### config.mk
export PLATFORM = sky130hd
export DESIGN_NAME = bsc_side_control
export DESIGN_NICKNAME = d
export VERILOG_FILES = /design/src/hdl/bsc_pkg.sv /design/src/hdl/bsc_sync.sv /design/src/hdl/bsc_traffic_gate.sv /design/src/hdl/bsc_side_control.sv
export SDC_FILE = /design/constraint.sdc
export NUM_CORES = 1
export LEC_CHECK = 0
export BUFFER_PORTS_ARGS = -buffer_cell sky130_fd_sc_hd__buf_4
export CORE_MARGIN = 5
export CORE_UTILIZATION = 55
export CTS_CLUSTER_SIZE = 8
export DETAILED_ROUTE_END_ITERATION = 8
export PLACE_DENSITY = 0.87
export REMOVE_ABC_BUFFERS = 1
export SLEW_MARGIN = 25
export SYNTH_ARGS = -nofsm -noshare
export SYNTH_HDL_FRONTEND = slang
export SYNTH_SLANG_ARGS = --single-unit
### constraint.sdc
create_clock -name clock_i -period 4.8 [get_ports clock_i]
set_input_delay 0.96 -clock clock_i [delete_from_list [all_inputs] [get_ports clock_i]]
set_output_delay 0.96 -clock clock_i [all_outputs]
set_load 0.02 [all_outputs]
### src/hdl/bsc_pkg.sv
package bsc_pkg;

    ////////////////////////////////////////////////////////////////////////////////
    // register offsets, byte addresses in configuration space
    localparam logic [7:0] CAP_HDR_OFFSET  = 8'h74;
    localparam logic [7:0] CTRL_OFFSET     = 8'h78;

    // capability header fields and values after reset
    localparam int         HDR_ID_LSB      = 0;
    localparam int         HDR_NEXT_LSB    = 8;
    localparam int         HDR_LEN_LSB     = 16;
    localparam int         HDR_TYPE_LSB    = 24;
    localparam logic [7:0] HDR_ID_RST      = 8'h09;
    localparam logic [7:0] HDR_NEXT_RST    = 8'hb4;
    localparam logic [7:0] HDR_LEN_RST     = 8'h40;
    localparam logic [7:0] HDR_TYPE_RST    = 8'h01;

    // control byte field positions
    localparam int         CTL_MODE_LSB    = 0;
    localparam int         CTL_GUARD_BIT   = 2;
    localparam int         CTL_ACT_EN_BIT  = 3;
    localparam int         CTL_RAS_BIT     = 4;
    localparam int         CTL_PIN_PROP_BIT = 5;
    localparam int         CTL_RST_BIT     = 7;

    // far side mode encodings
    typedef enum logic [1:0] {
        BSC_ENABLED   = 2'b00,
        BSC_NOT_READY = 2'b01,
        BSC_DISABLED  = 2'b10,
        BSC_RESERVED  = 2'b11
    } bsc_mode_type;

    // values after reset of the control fields
    localparam bsc_mode_type MODE_RST_EXTERNAL = BSC_ENABLED;
    localparam bsc_mode_type MODE_RST_INTERNAL = BSC_NOT_READY;
    localparam logic         CTL_BIT_RST       = 1'b0;
    localparam logic         PIN_IDLE_LEVEL    = 1'b1;

    ////////////////////////////////////////////////////////////////////////////////
    // configuration or bar4 request and its completion
    typedef struct packed {
        logic        valid;
        logic        write;
        logic        far_side;
        logic [7:0]  addr;
        logic [3:0]  be;
        logic [31:0] wdata;
    } bsc_cfg_req_type;

    typedef struct packed {
        logic        valid;
        logic [31:0] rdata;
    } bsc_cfg_rsp_type;

    // transaction arriving on the far side and its disposition
    typedef struct packed {
        logic valid;
        logic is_cfg;
    } bsc_tlp_in_type;

    typedef struct packed {
        logic accept;
        logic retry;
        logic discard;
        logic credit;
    } bsc_tlp_out_type;

    // true when a side's mode is anything other than enabled, reserved included
    function automatic logic mode_busy(input bsc_mode_type m);
        return (m != BSC_ENABLED);
    endfunction

endpackage

### src/hdl/bsc_sync.sv
module bsc_sync #(
    parameter logic RESET_VAL = 1'b0
) (
    input  wire logic clock_i,
    input  wire logic rst_n_i,
    input  wire logic async_i,
    output logic      sync_o
);
    import bsc_pkg::*;

    typedef struct packed {
        logic first;
        logic second;
    } bsc_sync_state_type;

    bsc_sync_state_type s_q;
    bsc_sync_state_type s_d;

    ////////////////////////////////////////////////////////////////////////////////
    // two flops, the first read only by the second
    always_comb begin
        s_d        = s_q;
        s_d.first  = async_i;
        s_d.second = s_q.first;
    end

    always_ff @(posedge clock_i or negedge rst_n_i) begin
        if (!rst_n_i) begin
            s_q <= {RESET_VAL, RESET_VAL};
        end else begin
            s_q <= s_d;
        end
    end

    assign sync_o = s_q.second;

endmodule

### src/hdl/bsc_traffic_gate.sv
module bsc_traffic_gate (
    input  wire logic                     clock_i,
    input  wire logic                     rst_n_i,
    input  wire bsc_pkg::bsc_mode_type    far_state_i,
    input  wire bsc_pkg::bsc_tlp_in_type  tlp_i,
    output bsc_pkg::bsc_tlp_out_type      tlp_o
);
    import bsc_pkg::*;

    typedef struct packed {
        bsc_tlp_out_type out;
    } bsc_gate_state_type;

    bsc_gate_state_type s_q;
    bsc_gate_state_type s_d;

    ////////////////////////////////////////////////////////////////////////////////
    // classify each arriving transaction by the far side mode
    always_comb begin
        s_d            = s_q;
        s_d.out        = '0;
        s_d.out.credit = tlp_i.valid;
        case (far_state_i)
            BSC_ENABLED: begin
                s_d.out.accept = tlp_i.valid;
            end
            BSC_NOT_READY: begin
                s_d.out.retry   = tlp_i.valid & tlp_i.is_cfg;
                s_d.out.discard = tlp_i.valid & ~tlp_i.is_cfg;
            end
            BSC_DISABLED: begin
                s_d.out.discard = tlp_i.valid;
            end
            default: begin
                s_d.out.accept = tlp_i.valid;
            end
        endcase
    end

    always_ff @(posedge clock_i or negedge rst_n_i) begin
        if (!rst_n_i) begin
            s_q <= '0;
        end else begin
            s_q <= s_d;
        end
    end

    assign tlp_o = s_q.out;

endmodule

### src/hdl/bsc_side_control.sv
// What this block does
// - header bits 23:16 give capability length 0x40
// - header bits 31:24 hold type code 0x1
// - mode 0 enabled, 1 not ready, 3 reserved
// - not ready: config gets retry, rest ignored
// - disabled: far arrivals discarded, links keep running
// - credits returned for every discarded transaction
// - earlier non-enabled side returns to enabled
// - mode resets per side, only internal resets
// - guard bit 2 drops far writes silently
// - guarded far reads give zero except header
// - bit 3 enables action on far reset
// - action bits writable only on internal side
// - bit 4 picks which mode goes not ready
// - bit 5 propagates bridge reset pin while nt mode pin is high
// - writing one to bit 7 resets device
// - control bits reset zero, survive other resets
module bsc_side_control #(
    parameter logic INTERNAL_SIDE = 1'b1
) (
    input  wire logic                      clock_i,
    input  wire logic                      rst_n_i,
    input  wire logic                      int_hot_reset_i,
    input  wire bsc_pkg::bsc_cfg_req_type  cfg_req_i,
    output bsc_pkg::bsc_cfg_rsp_type       cfg_rsp_o,
    input  wire bsc_pkg::bsc_mode_type     far_state_i,
    input  wire logic                      far_reset_detect_i,
    input  wire logic                      far_force_not_ready_i,
    input  wire bsc_pkg::bsc_tlp_in_type   far_tlp_i,
    output bsc_pkg::bsc_tlp_out_type       far_tlp_o,
    input  wire logic                      bridge_reset_pin_n_i,
    input  wire logic                      nt_mode_pin_i,
    output bsc_pkg::bsc_mode_type          far_side_state_o,
    output logic                           force_far_not_ready_o,
    output logic                           device_reset_o
);
    import bsc_pkg::*;

    ////////////////////////////////////////////////////////////////////////////////
    // state of the block
    typedef struct packed {
        bsc_mode_type    far_side_state;
        logic            far_side_write_guard;
        logic            reset_action_enable;
        logic            reset_action_select;
        logic            propagate_pin_reset;
        logic [7:0]      vendor_specific_id;
        logic [7:0]      next_capability_pointer;
        logic [7:0]      capability_byte_length;
        logic [7:0]      vendor_capability_type;
        logic            far_busy_prev;
        logic            force_far;
        logic            dev_reset;
        bsc_cfg_rsp_type rsp;
    } bsc_ctl_state_type;

    // mode after reset depends on which side this instance serves
    localparam bsc_mode_type MODE_RST =
        INTERNAL_SIDE ? MODE_RST_INTERNAL : MODE_RST_EXTERNAL;

    localparam bsc_ctl_state_type STATE_RST = '{
        far_side_state:          MODE_RST,
        far_side_write_guard:    CTL_BIT_RST,
        reset_action_enable:     CTL_BIT_RST,
        reset_action_select:     CTL_BIT_RST,
        propagate_pin_reset:     CTL_BIT_RST,
        vendor_specific_id:      HDR_ID_RST,
        next_capability_pointer: HDR_NEXT_RST,
        capability_byte_length:  HDR_LEN_RST,
        vendor_capability_type:  HDR_TYPE_RST,
        far_busy_prev:           1'b0,
        force_far:               1'b0,
        dev_reset:               1'b0,
        rsp:                     '0
    };

    bsc_ctl_state_type s_q;
    bsc_ctl_state_type s_d;

    logic              pin_n_sync;
    logic              nt_mode_sync;
    logic              hit_hdr;
    logic              hit_ctl;
    logic              blocked;
    logic              far_busy_now;
    logic [31:0]       hdr_value;
    logic [7:0]        ctl_value;
    logic [7:0]        ctl_wbyte;

    ////////////////////////////////////////////////////////////////////////////////
    // pins from outside the clock domain
    bsc_sync #(
        .RESET_VAL (PIN_IDLE_LEVEL)
    ) u_pin_reset_sync (
        .clock_i   (clock_i),
        .rst_n_i   (rst_n_i),
        .async_i   (bridge_reset_pin_n_i),
        .sync_o    (pin_n_sync)
    );

    bsc_sync #(
        .RESET_VAL (1'b0)
    ) u_nt_mode_sync (
        .clock_i   (clock_i),
        .rst_n_i   (rst_n_i),
        .async_i   (nt_mode_pin_i),
        .sync_o    (nt_mode_sync)
    );

    ////////////////////////////////////////////////////////////////////////////////
    // traffic arriving on the far side, steered by the mode field
    bsc_traffic_gate u_gate (
        .clock_i     (clock_i),
        .rst_n_i     (rst_n_i),
        .far_state_i (s_q.far_side_state),
        .tlp_i       (far_tlp_i),
        .tlp_o       (far_tlp_o)
    );

    ////////////////////////////////////////////////////////////////////////////////
    // address decode and read views
    always_comb begin
        hit_hdr = cfg_req_i.valid && (cfg_req_i.addr[7:2] == CAP_HDR_OFFSET[7:2]);
        hit_ctl = cfg_req_i.valid && (cfg_req_i.addr[7:2] == CTRL_OFFSET[7:2]);
        // far requester locked out while the guard is set
        blocked = cfg_req_i.far_side && s_q.far_side_write_guard;
        far_busy_now = mode_busy(far_state_i);
        ctl_wbyte = cfg_req_i.wdata[7:0];
    end

    // header word as read back
    always_comb begin
        hdr_value = '0;
        hdr_value[HDR_ID_LSB +: 8]   = s_q.vendor_specific_id;
        hdr_value[HDR_NEXT_LSB +: 8] = s_q.next_capability_pointer;
        hdr_value[HDR_LEN_LSB +: 8]  = s_q.capability_byte_length;
        hdr_value[HDR_TYPE_LSB +: 8] = s_q.vendor_capability_type;
    end

    // control byte as read back, reset strobe always zero
    always_comb begin
        ctl_value = '0;
        ctl_value[CTL_MODE_LSB +: 2] = s_q.far_side_state;
        ctl_value[CTL_GUARD_BIT]     = s_q.far_side_write_guard;
        ctl_value[CTL_ACT_EN_BIT]    = s_q.reset_action_enable;
        ctl_value[CTL_RAS_BIT]       = s_q.reset_action_select;
        ctl_value[CTL_PIN_PROP_BIT]  = s_q.propagate_pin_reset;
        ctl_value[CTL_RST_BIT]       = 1'b0;
    end

    ////////////////////////////////////////////////////////////////////////////////
    // next state
    always_comb begin
        s_d           = s_q;
        s_d.rsp       = '0;
        s_d.force_far = 1'b0;
        s_d.dev_reset = 1'b0;

        // every request completes one cycle later
        if (cfg_req_i.valid) begin
            s_d.rsp.valid = 1'b1;
        end

        // reads; guarded far reads see only the header
        if (cfg_req_i.valid && !cfg_req_i.write) begin
            if (hit_hdr) begin
                s_d.rsp.rdata = hdr_value;
            end else if (hit_ctl && !blocked) begin
                s_d.rsp.rdata = {24'h000000, ctl_value};
            end
        end

        // header writes, byte lane by byte lane
        if (cfg_req_i.valid && cfg_req_i.write && hit_hdr && !blocked) begin
            if (cfg_req_i.be[0]) begin
                s_d.vendor_specific_id = cfg_req_i.wdata[HDR_ID_LSB +: 8];
            end
            if (cfg_req_i.be[1]) begin
                s_d.next_capability_pointer = cfg_req_i.wdata[HDR_NEXT_LSB +: 8];
            end
            if (cfg_req_i.be[2]) begin
                s_d.capability_byte_length = cfg_req_i.wdata[HDR_LEN_LSB +: 8];
            end
            if (cfg_req_i.be[3]) begin
                s_d.vendor_capability_type = cfg_req_i.wdata[HDR_TYPE_LSB +: 8];
            end
        end

        // control byte writes, lane 0 only
        if (cfg_req_i.valid && cfg_req_i.write && hit_ctl && !blocked
            && cfg_req_i.be[0]) begin
            case (bsc_mode_type'(ctl_wbyte[CTL_MODE_LSB +: 2]))
                BSC_ENABLED: begin
                    s_d.far_side_state = BSC_ENABLED;
                end
                BSC_NOT_READY: begin
                    s_d.far_side_state = BSC_NOT_READY;
                end
                BSC_DISABLED: begin
                    s_d.far_side_state = BSC_DISABLED;
                end
                default: begin
                    // reserved code leaves the mode as it was
                    s_d.far_side_state = s_q.far_side_state;
                end
            endcase
            s_d.far_side_write_guard = ctl_wbyte[CTL_GUARD_BIT];
            s_d.propagate_pin_reset  = ctl_wbyte[CTL_PIN_PROP_BIT];
            // action bits stay zero on the external side
            if (INTERNAL_SIDE) begin
                s_d.reset_action_enable = ctl_wbyte[CTL_ACT_EN_BIT];
                s_d.reset_action_select = ctl_wbyte[CTL_RAS_BIT];
            end
            s_d.dev_reset = ctl_wbyte[CTL_RST_BIT];
        end

        // bridge reset pin forwarded as a device reset
        if (!pin_n_sync && s_q.propagate_pin_reset && nt_mode_sync) begin
            s_d.dev_reset = 1'b1;
        end

        // action taken on a reset seen on the far side
        if (far_reset_detect_i && s_q.reset_action_enable) begin
            if (s_q.reset_action_select) begin
                s_d.far_side_state = BSC_NOT_READY;
            end else begin
                s_d.force_far = 1'b1;
            end
        end

        // far block asks this mode field to go not ready
        if (far_force_not_ready_i) begin
            s_d.far_side_state = BSC_NOT_READY;
        end

        // deadlock breaker: this side was busy first, so it yields
        if (mode_busy(s_q.far_side_state) && far_busy_now && !s_q.far_busy_prev) begin
            s_d.far_side_state = BSC_ENABLED;
        end
        s_d.far_busy_prev = far_busy_now;

        // internal hot reset restores the mode only
        if (int_hot_reset_i) begin
            s_d.far_side_state = MODE_RST;
        end
    end

    ////////////////////////////////////////////////////////////////////////////////
    // state register; rst_n_i is the internal fundamental reset
    always_ff @(posedge clock_i or negedge rst_n_i) begin
        if (!rst_n_i) begin
            s_q <= STATE_RST;
        end else begin
            s_q <= s_d;
        end
    end

    ////////////////////////////////////////////////////////////////////////////////
    // outputs straight from the state register
    assign cfg_rsp_o             = s_q.rsp;
    assign far_side_state_o      = s_q.far_side_state;
    assign force_far_not_ready_o = s_q.force_far;
    assign device_reset_o        = s_q.dev_reset;

endmodule

==> out/results.tsv <==
stage	metric	value	unit
worst_setup_path	worst reg2reg setup slack	3.11	ns
clock_tree	postcts setup bufs	0	
logic_synthesis	Simple-Gate Fraction of Synth Area	11.2	%
place	dpl hpwl	4.34	mm
worst_setup_path	Data arrival, critical path	2.43	ns
floorplan	Die Wd	87.4	um
worst_setup_path	crit path kind	primary input to flip-flop	
worst_setup_path	CP startpoint kind	primary input	
logic_synthesis	Post-synth EDFFs	0	
power_and_ir_drop	Clock Power Share	35.3	%
grt	Overflow after GRT	0	
sta	Final Cycle Share	46.1	%
logic_synthesis	Ys Warns	0	
cells_and_area	fraction of layout cells with a size suffix above 1	53.8	%
place	RePlAce Congestion	0.829	
worst_setup_path	Worst Reg-to-Reg Cells	4	
worst_setup_path	CP max-delay cell	and4b_1	
status	status	finished, final reports clean	
logic_synthesis	compound-cell area share of the yosys netlist	3.27	%
clock_tree	Clock Sinks	82	
logic_synthesis	share of the yosys chip area belonging to registers	62.7	%
drt	Routed WL	6.00	mm
clock_tree	Clk Latency, worst-skew pair	0.34	ns
power_and_ir_drop	Lkg Pwr	2.10	nW
worst_setup_path	RR Startpoint	ctl_value[2]	
drt	DRC errors left	0	
floorplan	CORE AREA	5890	um^2
logic_synthesis	Async S/R FF share, synth	100	%
worst_setup_path	CP endpoint kind	flip-flop	
power_and_ir_drop	peak supply drop	0.219	mV
worst_setup_path	Critical Path Start	cfg_req_i[43]	
drt	initial drt markers	32	
sta	Final min period	2.21	ns
logic_synthesis	number of cells produced by synthesis	233	
grt	GRT Overall Usage	17.1	%
cells_and_area	Layout area overhead	21.8	%
drt	first drt pass iteration count	4	
drt	post-route ant nets	0	
logic_synthesis	Synth Register Bits	82	
sta	Worst-Margin Slew	0.716	ns
drt	Vias	1908	
sta	final slew viol count	0	
logic_synthesis	Post-Synth XOR/XNOR Area	0	%
job	maxcap violations	0	
sta	final count of hold timing violations	0	
place	IO Port Bufs	96	
floorplan	Initial Utilization	56.0	%
cells_and_area	ANT cells	0	
clock_tree	CTS tree	built	
worst_setup_path	CP max stage delay	0.45	ns
cells_and_area	post-layout util	68.1	%
logic_synthesis	post-synthesis mux area share	12.3	%
worst_setup_path	Worst R2R End	hdr_value[30]	
logic_synthesis	post-synthesis cell area	3290	um^2
sta	Setup TNS Final	0	ns
grt	first-pass GRT wire length	9.66	mm
grt	largest net degree at the start of global routing	83	
sta	RSZ-0062 raised after global routing	false	
logic_synthesis	Yosys cell types	31	
worst_setup_path	crit path cell chain	buf_4 -> and4b_1 -> and4b_1 -> nand4_4 -> mux2_1	
clock_tree	hold_buf cts	0	
drt	wire per inst	15.9	um
cells_and_area	most common cell after layout, fill and taps aside	buf_4	
power_and_ir_drop	P_sw	0.266	mW
logic_synthesis	Avg Synthesized Cell Area	14.1	um^2
clock_tree	H-Tree Depth	3	
floorplan	Die Area	7640	um^2
worst_setup_path	Critical Path RT	5.02	ns
sta	Layout Skew	0.00588	ns
worst_setup_path	crit path to	hdr_value[30]	
drt	post-DR vias/cell	5.05	
clock_tree	CTS buffer count	9	
logic_synthesis	largest family of logic cells by synthesized area	multiplexers	
sta	relative slew slack	52.2	%
worst_setup_path	CP max FO	8	
floorplan	num ports	99	
power_and_ir_drop	P_int	0.985	mW
clock_tree	clk root buf	clkbuf_8	
cells_and_area	most frequent cells in the layout	buf_4, dfrtp_1, mux2_2, and2_1, clkbuf_8	
cells_and_area	nets	361	
grt	antenna violations before repair	0	
power_and_ir_drop	combinational power share	6.9	%
floorplan	FP Rows	28	
clock_tree	Worst-path clk slew	0.07	ns
clock_tree	CTS resizes	0	
power_and_ir_drop	sw frac	21.3	%
power_and_ir_drop	sequential power share	57.8	%
worst_setup_path	cell mode on critical path	and4b_1	
power_and_ir_drop	Power Density	312	nW/um^2
hold_path	HP Class	flip-flop to flip-flop	
grt	vias in the first global route	2042	
logic_synthesis	adder-cell share of the synthesized area	1.14	%
floorplan	die height	87.4	um
sta	Final setup violation count	0	
logic_synthesis	Top FF cell, synth	dfrtp_1	
clock_tree	CTS Buffer Depth	2	
sta	fmax	0.452	GHz
==> synth_stat cells (2+ instances only) <==
| master | count | share of area (%) |
|---|---|---|
| inv_1 | 6 | 0.68 |
| clkbuf_1 | 3 | 0.34 |
| nand4_4 | 3 | 1.9 |
| nand2_1 | 4 | 0.46 |
| dfrtp_1 | 71 | 54 |
| a22o_1 | 6 | 1.6 |
| and2_1 | 27 | 5.1 |
| nor2_1 | 5 | 0.57 |
| nand3b_1 | 2 | 0.46 |
| and4b_1 | 2 | 0.61 |
| and3_1 | 2 | 0.38 |
| mux2_2 | 35 | 12 |
| buf_4 | 36 | 8.2 |
| nor2b_1 | 2 | 0.38 |
| dfstp_2 | 11 | 8.8 |
| ha_1 | 3 | 1.1 |
==> logic make-up (layout without fill, tap and decap cells) <==
family / count (synthesis) / in the layout
DFF: 82 / 82
and+or+nand+nor: 53 / 53
buffers and inverters: 46 / 116
muxes: 36 / 36
AOI/OAI and AO/OA: 13 / 13
adders and majority gates: 3 / 3
==> worst max-delay path, delay by kind of cell <==
kind,cells,cell delay [ns]
buffers and inverters,1,0.11
multiplexers,1,0.37
AND/OR/NAND/NOR,3,0.99
==> worst min path at each step <==
| stage | start | endpoint | depth (start not counted) |
|---|---|---|---|
| final | u_pin_reset_sync.s_d[0] | u_pin_reset_sync.sync_o | 0 |
| after floorplan | u_nt_mode_sync.s_d[0] | u_nt_mode_sync.sync_o | 0 |
| after detailed placement | u_pin_reset_sync.s_d[0] | u_pin_reset_sync.sync_o | 0 |
| after CTS | u_pin_reset_sync.s_d[0] | u_pin_reset_sync.sync_o | 0 |
| after global placement | u_nt_mode_sync.s_d[0] | u_nt_mode_sync.sync_o | 0 |
| after global routing | u_pin_reset_sync.s_d[0] | u_pin_reset_sync.sync_o | 0 |
==> registers in the layout, indices dropped and copies added, names as in the netlist <==
| name | cells |
|---|---|
| s_q | 1 |
| ctl_value | 4 |
| force_far_not_ready_o | 1 |
| u_nt_mode_sync.sync_o | 1 |
| far_side_state_o | 2 |
| u_pin_reset_sync.sync_o | 1 |
| u_pin_reset_sync.s_d | 1 |
| cfg_rsp_o | 33 |
| u_gate.tlp_o | 4 |
| device_reset_o | 1 |
| u_nt_mode_sync.s_d | 1 |
| hdr_value | 32 |
==> final cells by class <==
cell class,instances,area [um^2]
Sequential cell,82,2070
Fill cell,433,1880
Multi-Input combinational cell,105,926
Timing Repair Buffer,96,724
Clock buffer,12,165
Tap cell,75,93.8
Inverter,6,22.5
Clock inverter,2,12.5
==> through the flow <==
| stage | total power, mW | hold slack (ns) | std cells | setup slack (ns) | area [um^2] |
|---|---|---|---|---|---|
| after global routing | 1.31 | 0.367 | 378 | 2.53 | 4010 |
| final | 1.25 | 0.357 | 378 | 2.59 | 4010 |
| after floorplan | 0.759 | 0.331 | 193 | 2.41 | 3010 |
| after global placement | 0.819 | 0.332 | 364 | 2.02 | 3820 |
| after CTS | 1.27 | 0.358 | 378 | 2.58 | 4010 |
| after detailed placement | 0.824 | 0.347 | 364 | 2.21 | 3830 |
==> metal layers <==
metal  routed length, um  global-route usage, %  vias up
met3                 534                   6.34        9
met5                   0                      0        -
li1                    -                      -      881
met2                3140                   28.5       65
met1                2240                   19.5      953
met4                  87                   7.67        0
==> power by group through the flow <==
stage / clock [mW] / sequential (mW) / combinational (mW)
6_report: 0.442 / 0.723 / 0.0865
5_1_grt: 0.494 / 0.725 / 0.0963
4_1_cts: 0.461 / 0.723 / 0.0883
3_5_place_dp: 0 / 0.736 / 0.0881
3_3_place_gp: 0 / 0.734 / 0.0845
2_1_floorplan: 0 / 0.737 / 0.0222
Note: power is estimated with default switching activity, not from simulation.
